[src/rtl/xbc_cfg.svh]
// Purpose: timing and layout constants for the external bus controller
// Assumes: 100 MHz clk
// Notes: machine cycle split into fixed phases
`ifndef XBC_CFG_SVH
`define XBC_CFG_SVH
// ==========================================
// machine cycle phases (clocks)
`define XBC_CYC_LEN 5'h0f
`define XBC_ALE_END 5'h02
`define XBC_ADR_END 5'h04
`define XBC_STB_END 5'h0c
`define XBC_PORT_RST 8'hff
`define XBC_ROM_LIMIT 12'h400
`define XBC_PC_RST 12'h000
`define XBC_CLK_DIV 4'h2
`endif

[src/rtl/xbc_pkg.sv]
// Purpose: types for the external bus controller
// Assumes: nothing
// Notes: request carried as one packed struct
`default_nettype none
package xbc_pkg;
    // ==========================================
    // request kinds
    typedef enum logic [2:0] {
        XBC_OP_NONE,
        XBC_OP_FETCH,
        XBC_OP_DRD,
        XBC_OP_DWR,
        XBC_OP_BUS_RD,
        XBC_OP_BUS_WR,
        XBC_OP_EXP
    } xbc_op_type;
    typedef struct packed {
        xbc_op_type op;
        logic [11:0] pc;
        logic [7:0] addr;
        logic [7:0] wdata;
        logic [3:0] exp_nib;
    } xbc_req_type;
endpackage : xbc_pkg
`default_nettype wire

[src/rtl/xbc_bus.sv]
// Purpose: external bus and pin control of an 8-bit microcontroller
// Assumes: core issues one request per machine cycle, pins async
// Notes: ports written as latches; quasi-bidir port two pins modelled with oe, port one has no oe
`default_nettype none
`include "xbc_cfg.svh"
module xbc_bus (
    input wire logic clk,
    input wire logic srst,
    input wire xbc_pkg::xbc_req_type req,
    input wire logic clock_out_enable_instr,
    input wire logic start_counter_instr,
    input wire logic stop_counter_instr,
    input wire logic [7:0] port_one_wr,
    input wire logic port_one_we,
    input wire logic [7:0] port_two_wr,
    input wire logic port_two_we,
    output logic req_ready,
    output logic [7:0] rdata,
    output logic rdata_valid,
    output logic [11:0] pc_cur,
    output logic internal_fetch,
    input wire logic [7:0] mux_bus_in,
    output logic [7:0] mux_bus_out,
    output logic mux_bus_oe,
    output logic addr_latch_strobe,
    output logic prog_store_strobe_n,
    output logic read_strobe_n,
    output logic write_strobe_n,
    output logic expander_strobe_n,
    input wire logic [7:0] port_one_in,
    output logic [7:0] port_one_out,
    input wire logic [7:0] port_two_in,
    output logic [7:0] port_two_out,
    output logic [7:0] port_two_oe,
    input wire logic force_external_fetch,
    input wire logic single_step_n,
    input wire logic irq_n,
    input wire logic test_in_zero,
    input wire logic test_in_one,
    output logic test_zero_out,
    output logic test_zero_oe,
    output logic jump_on_test_zero,
    output logic jump_on_test_one,
    output logic irq_req,
    output logic jump_on_irq,
    output logic count_pulse,
    output logic [7:0] port_one_sync,
    output logic [7:0] port_two_sync
);
    // ==========================================
    // input synchronisers, change taken when stages 2 and 3 agree
    localparam int NSYNC = 21;
    logic [NSYNC-1:0] raw_in;
    logic [NSYNC-1:0] s1_q, s2_q, s3_q, filt_q;
    assign raw_in = {port_two_in, port_one_in, force_external_fetch,
                     single_step_n, irq_n, test_in_zero, test_in_one};
    genvar g;
    generate
        for (g = 0; g < NSYNC; g++) begin : g_sync
            always_ff @(posedge clk) begin
                s1_q[g] <= raw_in[g];
                s2_q[g] <= s1_q[g];
                s3_q[g] <= s2_q[g];
                if (srst) begin
                    filt_q[g] <= 1'b1;
                end else if (s2_q[g] == s3_q[g]) begin
                    filt_q[g] <= s3_q[g];
                end
            end
        end
    endgenerate
    logic t1_s, t0_s, irqn_s, ssn_s, ea_s;
    assign t1_s = filt_q[0];
    assign t0_s = filt_q[1];
    assign irqn_s = filt_q[2];
    assign ssn_s = filt_q[3];
    assign ea_s = filt_q[4];

    // ==========================================
    // machine cycle sequencer
    typedef enum logic [1:0] {ST_RUN, ST_HALT} xbc_seq_type;
    xbc_seq_type seq_q;
    logic [4:0] ph_q;
    xbc_pkg::xbc_req_type cur_q;
    logic cyc_end;
    assign cyc_end = (ph_q == `XBC_CYC_LEN);

    function automatic logic is_ext_fetch(input xbc_pkg::xbc_req_type r, input logic ea);
        is_ext_fetch = (r.op == xbc_pkg::XBC_OP_FETCH) && (ea || (r.pc >= `XBC_ROM_LIMIT));
    endfunction : is_ext_fetch

    always_ff @(posedge clk) begin
        if (srst) begin
            seq_q <= ST_RUN;
            ph_q <= 5'h00;
            cur_q <= '0;
            req_ready <= 1'b0;
        end else begin
            case (seq_q)
                ST_RUN: begin
                    if (cyc_end) begin
                        ph_q <= 5'h00;
                        cur_q <= req;
                        req_ready <= 1'b0;
                        // halt only at an instruction boundary, i.e. next fetch
                        if (!ssn_s && req.op == xbc_pkg::XBC_OP_FETCH) begin
                            seq_q <= ST_HALT;
                        end
                    end else begin
                        ph_q <= ph_q + 5'h01;
                        req_ready <= (ph_q == `XBC_CYC_LEN - 5'h01);
                    end
                end
                ST_HALT: begin
                    if (ssn_s) begin
                        seq_q <= ST_RUN;
                    end
                end
                default: seq_q <= ST_RUN;
            endcase
        end
    end

    // ==========================================
    // bus strobes; address strobe held low during halt for single step
    logic run_ph, adr_ph, stb_ph, ext_f, is_rd, is_wr;
    assign run_ph = (seq_q == ST_RUN);
    assign adr_ph = run_ph && (ph_q < `XBC_ADR_END);
    assign stb_ph = run_ph && (ph_q >= `XBC_ADR_END) && (ph_q < `XBC_STB_END);
    assign ext_f = is_ext_fetch(cur_q, ea_s);
    assign is_rd = (cur_q.op == xbc_pkg::XBC_OP_DRD) || (cur_q.op == xbc_pkg::XBC_OP_BUS_RD);
    assign is_wr = (cur_q.op == xbc_pkg::XBC_OP_DWR) || (cur_q.op == xbc_pkg::XBC_OP_BUS_WR);

    always_ff @(posedge clk) begin
        if (srst) begin
            addr_latch_strobe <= 1'b0;
            prog_store_strobe_n <= 1'b1;
            read_strobe_n <= 1'b1;
            write_strobe_n <= 1'b1;
            expander_strobe_n <= 1'b1;
            internal_fetch <= 1'b0;
        end else begin
            addr_latch_strobe <= run_ph && (ph_q < `XBC_ALE_END);
            prog_store_strobe_n <= !(stb_ph && ext_f);
            read_strobe_n <= !(stb_ph && is_rd);
            write_strobe_n <= !(stb_ph && is_wr);
            expander_strobe_n <= !(stb_ph && cur_q.op == xbc_pkg::XBC_OP_EXP);
            internal_fetch <= (cur_q.op == xbc_pkg::XBC_OP_FETCH) && !ext_f;
        end
    end

    // ==========================================
    // multiplexed bus drive; write data held in output latch
    logic [7:0] out_latch_q;
    always_ff @(posedge clk) begin
        if (srst) begin
            mux_bus_out <= 8'h00;
            mux_bus_oe <= 1'b0;
            out_latch_q <= 8'h00;
        end else begin
            if (run_ph && ph_q == 5'h00 && is_wr) begin
                out_latch_q <= cur_q.wdata;
            end
            if (adr_ph && ext_f) begin
                mux_bus_out <= cur_q.pc[7:0];
                mux_bus_oe <= 1'b1;
            end else if (adr_ph && (cur_q.op == xbc_pkg::XBC_OP_DRD ||
                                    cur_q.op == xbc_pkg::XBC_OP_DWR)) begin
                mux_bus_out <= cur_q.addr;
                mux_bus_oe <= 1'b1;
            end else if (is_wr && !adr_ph) begin
                // latch keeps driving so data outlasts the write strobe
                mux_bus_out <= out_latch_q;
                mux_bus_oe <= run_ph;
            end else begin
                mux_bus_oe <= 1'b0;
            end
        end
    end

    // ==========================================
    // read capture at the end of the strobe window
    always_ff @(posedge clk) begin
        if (srst) begin
            rdata <= 8'h00;
            rdata_valid <= 1'b0;
        end else begin
            rdata_valid <= 1'b0;
            if (run_ph && ph_q == `XBC_STB_END - 5'h01 && (ext_f || is_rd)) begin
                rdata <= mux_bus_in;
                rdata_valid <= 1'b1;
            end
        end
    end

    // ==========================================
    // ports: quasi-bidir latches, reset to ones
    logic [7:0] p1_q, p2_q;
    always_ff @(posedge clk) begin
        if (srst) begin
            p1_q <= `XBC_PORT_RST;
            p2_q <= `XBC_PORT_RST;
            pc_cur <= `XBC_PC_RST;
        end else begin
            if (port_one_we) p1_q <= port_one_wr;
            if (port_two_we) p2_q <= port_two_wr;
            if (run_ph && ph_q == 5'h00) pc_cur <= cur_q.pc;
        end
    end
    always_ff @(posedge clk) begin
        if (srst) begin
            port_one_out <= `XBC_PORT_RST;
            port_two_out <= `XBC_PORT_RST;
            port_two_oe <= 8'h00;
        end else begin
            port_one_out <= p1_q;
            if (ext_f && run_ph) begin
                port_two_out <= {p2_q[7:4], cur_q.pc[11:8]};
                port_two_oe <= 8'h0f;
            end else if (cur_q.op == xbc_pkg::XBC_OP_EXP && run_ph) begin
                port_two_out <= {p2_q[7:4], cur_q.exp_nib};
                port_two_oe <= 8'h0f;
            end else begin
                // oe only marks the strong low; ones are weak pull-ups
                port_two_out <= p2_q;
                port_two_oe <= ~p2_q;
            end
        end
    end
    always_ff @(posedge clk) begin
        port_one_sync <= filt_q[12:5];
        port_two_sync <= filt_q[20:13];
    end

    // ==========================================
    // test, interrupt and counter pins
    logic clk_out_en_q, cnt_run_q, t1_prev_q;
    logic [3:0] div_q;
    always_ff @(posedge clk) begin
        if (srst) begin
            clk_out_en_q <= 1'b0;
            cnt_run_q <= 1'b0;
            t1_prev_q <= 1'b1;
            count_pulse <= 1'b0;
            div_q <= 4'h0;
            test_zero_out <= 1'b0;
            test_zero_oe <= 1'b0;
            jump_on_test_zero <= 1'b0;
            jump_on_test_one <= 1'b0;
            irq_req <= 1'b0;
            jump_on_irq <= 1'b0;
        end else begin
            if (clock_out_enable_instr) clk_out_en_q <= 1'b1;
            if (start_counter_instr) cnt_run_q <= 1'b1;
            else if (stop_counter_instr) cnt_run_q <= 1'b0;
            t1_prev_q <= t1_s;
            count_pulse <= cnt_run_q && t1_prev_q && !t1_s;
            div_q <= (div_q == `XBC_CLK_DIV) ? 4'h0 : div_q + 4'h1;
            if (div_q == `XBC_CLK_DIV) test_zero_out <= !test_zero_out;
            test_zero_oe <= clk_out_en_q;
            jump_on_test_zero <= t0_s;
            jump_on_test_one <= t1_s;
            irq_req <= !irqn_s;
            jump_on_irq <= !irqn_s;
        end
    end

    // ==========================================
    // checks
    AST_ALE_ONCE: assert property (@(posedge clk) disable iff (srst)
        $rose(addr_latch_strobe) |=> addr_latch_strobe ##1 !addr_latch_strobe[*8])
        else $error("address strobe not single per cycle");
    AST_RD_ONLY: assert property (@(posedge clk) disable iff (srst)
        !read_strobe_n |-> is_rd) else $error("read strobe without read");
    AST_WR_ONLY: assert property (@(posedge clk) disable iff (srst)
        !write_strobe_n |-> is_wr) else $error("write strobe without write");
    AST_PS_NOT_ALE: assert property (@(posedge clk) disable iff (srst)
        !prog_store_strobe_n |-> !addr_latch_strobe && !mux_bus_oe)
        else $error("program strobe overlaps address");
    AST_WR_DATA: assert property (@(posedge clk) disable iff (srst)
        $fell(write_strobe_n) |-> mux_bus_oe && mux_bus_out == out_latch_q)
        else $error("write strobe without latched data");
    AST_PORT_RST: assert property (@(posedge clk)
        $past(srst) |-> port_one_out == `XBC_PORT_RST && port_two_oe == 8'h00)
        else $error("ports not high after reset");
    AST_STB_EXCL: assert property (@(posedge clk) disable iff (srst)
        $onehot0({!prog_store_strobe_n, !read_strobe_n, !write_strobe_n, !expander_strobe_n}))
        else $error("strobes overlap");
    AST_HALT: assert property (@(posedge clk) disable iff (srst)
        seq_q == ST_HALT |=> !addr_latch_strobe) else $error("strobe during halt");
endmodule : xbc_bus
`default_nettype wire

[config.mk]
export PLATFORM = sky130hd
export DESIGN_NAME = xbc_bus
export DESIGN_NICKNAME = d
export VERILOG_FILES = /design/src/rtl/xbc_pkg.sv /design/src/rtl/xbc_bus.sv
export VERILOG_INCLUDE_DIRS = /design/src /design/src/rtl
export SDC_FILE = /design/constraint.sdc
export NUM_CORES = 1
export LEC_CHECK = 0
export BUFFER_PORTS_ARGS = -buffer_cell sky130_fd_sc_hd__buf_2
export CORE_ASPECT_RATIO = 0.75
export CORE_MARGIN = 2
export CORE_UTILIZATION = 45
export DETAILED_ROUTE_END_ITERATION = 6
export PLACE_DENSITY = 0.71
export SLEW_MARGIN = 40
export SYNTH_ARGS = -nofsm -noshare
export SYNTH_HDL_FRONTEND = slang
export SYNTH_SLANG_ARGS = --single-unit
export TNS_END_PERCENT = 20
[constraint.sdc]
create_clock -name clk -period 1.7 [get_ports clk]
set_input_delay 0 -clock clk [delete_from_list [all_inputs] [get_ports clk]]
set_output_delay 0 -clock clk [all_outputs]
set_load 0.01 [all_outputs]
---- After elaboration in Yosys (flattened, before gate mapping) ----
Cells that the tools add are included.
Widths: inputs -> output; s select.
storage, ports and cells
  logic and storage cells ................. 230
  register bits ........................... 240
  bits of input ports ..................... 87
operators by class
  mux-type cells .......................... 19
  $add $sub $neg .......................... 2
  equality and inequality tests ........... 36
  bitwise operators ....................... 1
  $lt $le $gt $ge ......................... 5
  reductions and logical operators ........ 45
operator list
  kind                  count
  $mux 8                3
  $logic_and 1x1->1     22
  $eq 1x1->1            21
  $mux 4                4
  $eq 5x4->1 const B    3
  $ge 12x11->1 const B  1
  $logic_not 1->1       10
  $eq 3x3->1 const B    3
  $not 8->8             1
  $mux 1                7
  $eq 3x1->1 const B    2
  $eq 3x2->1 const B    2
  $mux 2                3
  $add 5x1->5 const B   1
  $ge 5x3->1 const B    1
  $logic_not 5->1       1
  $logic_or 1x1->1      5
  $lt 5x2->1 const B    1
  $lt 5x3->1 const B    1
  $lt 5x4->1 const B    1
  $mux 5                1
  $add 4x1->4 const B   1
  $eq 4x2->1 const B    1
  $ne 2x2->1 const B    2
  10 further kinds      10

---- Depth between registers and ports, before layout ----
  depth after elaboration ................. 7
  depth in mapped cells ................... 7
  gate-level depth less buffers ........... 6

---- Worst setup path before layout ----
No wires, ideal clock.
  path type ............................... reg2reg
  start ................................... register ph_q[2]
  end ..................................... register mux_bus_out[0]
  clock period less this slack ............ 1733 ps
  setup slack ............................. -33 ps
  arrival ................................. 1615 ps
  setup time .............................. 117 ps
  stages on the path, launching flop included .. 7
  cell sequence ........................... dfxtp_1 -> buf_6 -> or4_4 -> buf_6 -> nor3_4 -> nand2b_1 -> a32o_1
between the ends
  word-level cells in the longest chain between the ends .. 5
  elaborated cells between the ends (all ways) .. 9
  classes of those cells .................. order compare (1); mux (2); reduce/logical (6)
RTL lines
  item                                                         RTL line                        text
  from (decl)                                                  xbc_bus.sv:83                   logic [4:0] ph_q;
  from (signal assigned)                                       xbc_bus.sv:110                  ph_q <= ph_q + 5'h01;
  $lt 5x3->1 (no line) (*)                                     n/a
  $logic_and 1x1->1 (*)                                        xbc_bus.sv:128                  assign adr_ph = run_ph && (ph_q < `XBC_ADR_END);
  $logic_and 1x1->1 / $logic_not 1->1 (equally long branches)  xbc_bus.sv:167, xbc_bus.sv:171
  $mux 8 / $logic_and 1x1->1 (equally long branches)           xbc_bus.sv:167, xbc_bus.sv:171
  $mux 8 / $reduce_bool 3->1 (equally long branches)           n/a
  to (signal assigned)                                         xbc_bus.sv:165                  mux_bus_out <= cur_q.pc[7:0];
  to (signal assigned)                                         xbc_bus.sv:169                  mux_bus_out <= cur_q.addr;
  to (signal assigned)                                         xbc_bus.sv:173                  mux_bus_out <= out_latch_q;
  to (decl)                                                    xbc_bus.sv:23                   output logic [7:0] mux_bus_out,
Mark *: on every way between the ends. The rest lies on a longest branch, timed or not.
A chain may end at the register's enable or synchronous reset.

---- Final worst setup path ----
  start ................................... register ph_q[4]
  end ..................................... register mux_bus_out[0]
Same word-level chain as after synthesis.

==> impl_metrics.env <==
export IMPL_status="finished, violations left"
export IMPL_failed_checks="setup timing"
export IMPL_coreArea_um2=16000
export IMPL_yosys_top_cells_count="239 x dfxtp_1, 141 x nand2_1, 78 x a21oi_1, 43 x nor2_1, 33 x mux2i_1"
export IMPL_cts_tree="built"
export IMPL_track_usage_pct=20.3
export IMPL_wl_per_cell_um=14.3
export IMPL_overflow=0
export IMPL_yosysMostFrequentCell="dfxtp_1"
export IMPL_gp_congestion=0.804
export IMPL_slew_headroom_pct=63.5
export IMPL_swShare_pct=20.7
export IMPL_diodes=0
export IMPL_syn_to_final_growth_pct=42.7
export IMPL_post_route_period_util_pct=101
export IMPL_p_switching_mw=2.51
export IMPL_syn_area_um2=7390
export IMPL_grt_start_max_net_pins=54
export IMPL_power_leakage_nw=4.49
export IMPL_die_area_um2=17500
export IMPL_setup_violations=4
export IMPL_critical_path_top_delay_family="simple AND/OR/NAND/NOR gates"
export IMPL_numCtsBuffers=22
export IMPL_antenna_left=0
export IMPL_start_kind="register"
export IMPL_tightestPinTransition_ns=0.548
export IMPL_ys_seq_area_share_pct=64.8
export IMPL_hold_violations=0
export IMPL_grt_pass1_wl_um=29200
export IMPL_antenna_found_initial=0
export IMPL_rsz0062_at_grt="yes"
export IMPL_pwr_share_seq_pct=48.8
export IMPL_synth_nets=815
export IMPL_drc=0
export IMPL_die_y_um=115
export IMPL_finalClockSkew_ns=0.0105
export IMPL_finalSetupTns_ns=-0.0315
export IMPL_vias=5953
export IMPL_powerDensity_nw_per_um2=1150
export IMPL_io_buffers=170
export IMPL_avgSynthCellArea_um2=10.2
export IMPL_synth_distinct_cells=42
export IMPL_drt_iter0_markers=380
export IMPL_critPathKind="reg2reg"
export IMPL_synth_flop_cell="dfxtp_1"
export IMPL_htree_levels=1
export IMPL_clkTransAtPathRegs_ns=0.07
export IMPL_boundaryPins=171
export IMPL_synth_cells=723
export IMPL_p_int_mw=9.62
export IMPL_clkPwrFrac_pct=44.7
export IMPL_critPathCaptureType="register"
export IMPL_clockBufferDepth=3
export IMPL_clkLatencyLatePin_ns=0.50
export IMPL_async_reset_ff_share_pct=0
export IMPL_rows=40
export IMPL_cap_violations=0
export IMPL_root_buffer="clkbuf_16"
export IMPL_yosys_warnings=0
export IMPL_utilization_pct=65.8
export IMPL_netlist_top_cells_area="dfxtp_1 65%, nand2_1 7.2%, a21oi_1 5.3%"
export IMPL_fin_crit_ns=1.71
export IMPL_grt_pass1_vias=5928
export IMPL_p_comb_share_pct=6.5
export IMPL_slowest_stage="or4_4"
export IMPL_worst_path_largest_cell_delay_ns=0.58
export IMPL_crit_buf_inv=1
export IMPL_die_x_um=152
export IMPL_viasPerCell=4.80
export IMPL_synth_seq_cells=239
export IMPL_start_util_pct=46.1
export IMPL_drv_slew=0
export IMPL_hold_path_class="in2reg"
export IMPL_fmax_ghz=0.584
export IMPL_critPathRequiredTime_ns=2.10
export IMPL_synth_top_area_share_pct=64.8
export IMPL_crit_fanout=8
export IMPL_synth_edf_count=0
export IMPL_cp_data_arrival_time_ns=2.11
export IMPL_cp_cell_sequence="or4_4 > buf_12 > o21ai_0 > nand3_1 > a32o_1"
export IMPL_routed_wl_um=17700
export IMPL_drive_gt1_share_pct=26.7
export IMPL_synth_top_area_cell="dfxtp_1"
export IMPL_dr_pass1_iters=5
export IMPL_fin_ws_ns=-0.0129
export IMPL_clock_sinks=239
export IMPL_dp_hpwl_um=10700
export IMPL_vdd_ir_drop_max_v=0.000994
export IMPL_nets=1106
[worst paths after layout]
path | startpoint | endpoint | slack, ns | cells after the start
worst max register to register | ph_q[4] | mux_bus_out[0] | -0.01 | 5
worst max-delay path | ph_q[4] | mux_bus_out[0] | -0.01 | 5
worst min register to register | s1_q[17] | s2_q[17] | 0.32 | 0
worst min-delay path | test_in_zero | s1_q[1] | 0.13 | 2
[cells in the final DEF, fill, tap and decap left out, types with 3 or more instances in the layout]
cell type and instances:
clkbuf_16 23, bufinv_16 5, nor2b_1 5, mux2i_1 32, a22oi_1 4, clkbuf_8 3, clkinvlp_4 3, nor2_1 43
nand2b_1 10, and2_1 5, a21oi_1 77, buf_4 28, buf_2 169, o21ai_1 5, xor2_1 3, a32o_1 8
o21ai_0 22, ha_1 5, dfxtp_1 237, or2_2 14, nand2_1 140, inv_1 7, nand3_1 19, buf_12 5
dlygate4sd3_1 100, xnor2_1 3, nor3_1 11
[sequential cells by signal (all words and copies together) (netlist names), 12 cells and up]
name and cells:
filt_q 16, s1_q 21, cur_q 35, pc_cur 12
s2_q 21, s3_q 21
[power groups by stage]
stage / logic, mW / clock network, mW / registers, mW
final: 0.784 / 5.42 / 5.92
after global routing: 0.861 / 5.78 / 5.95
after CTS: 0.766 / 5.54 / 5.92
after detailed placement: 0.553 / 0 / 6.05
after global placement: 0.545 / 0 / 6.04
after floorplan: 0.270 / 0 / 6.06
[through the flow]
stage                     hold slack [ns]  power [mW]  instances  setup slack [ns]  cell area [um2]
after detailed placement            0.104        6.60       1094           -0.0617             8600
after global routing                0.120        12.6       1239           -0.0677            10500
after CTS                           0.110        12.2       1239           -0.0313            10500
after floorplan                    0.0277        6.33        723            0.0133             7390
final                               0.134        12.1       1239           -0.0129            10500
after global placement              0.103        6.59       1094           -0.0243             8600
[final cells by class]
cell class	instances	area, um2
repair buffers	305	2190
fillers	1238	5480
well taps	210	263
inverters	8	30.0
multi-input cells	438	2450
clock inverters	11	191
clock buffers	28	624
flip-flops and latches	239	4790
[layer usage]
layer / vias up / wire [um] / part of all wire [%] / GRT usage, %
li1: 3006 / - / - / -
met1: 2739 / 8200 / 46 / 26.8
met2: 188 / 8260 / 47 / 34.7
met3: 20 / 979 / 5.5 / 4.22
met4: 0 / 235 / 1.3 / 4.49
met5: - / 0 / 0 / 0
[what timing repair did]
| item | in CTS | in global routing |
|---|---|---|
| gates resized for setup | 6 | 18 |
| endpoints found under the hold margin | 103 | 0 |
| hold buffers | 101 | 0 |
| endpoints found under the setup margin | 8 | 25 |
| buffers inserted | 5 | 0 |
| pin swaps | 5 | 8 |
[cells by family after synthesis]
group,count (synthesis),synth area share (%)
xor gates and xnor gates,6,0.712
DFF,239,64.8
and+or+nand+nor,266,16.5
muxes,34,4.62
buffers and inverters,46,2.73
AOI/OAI and AO/OA,127,9.86
adders and majority gates,5,0.847
No activity file was read; power rests on OpenSTA's default activity.
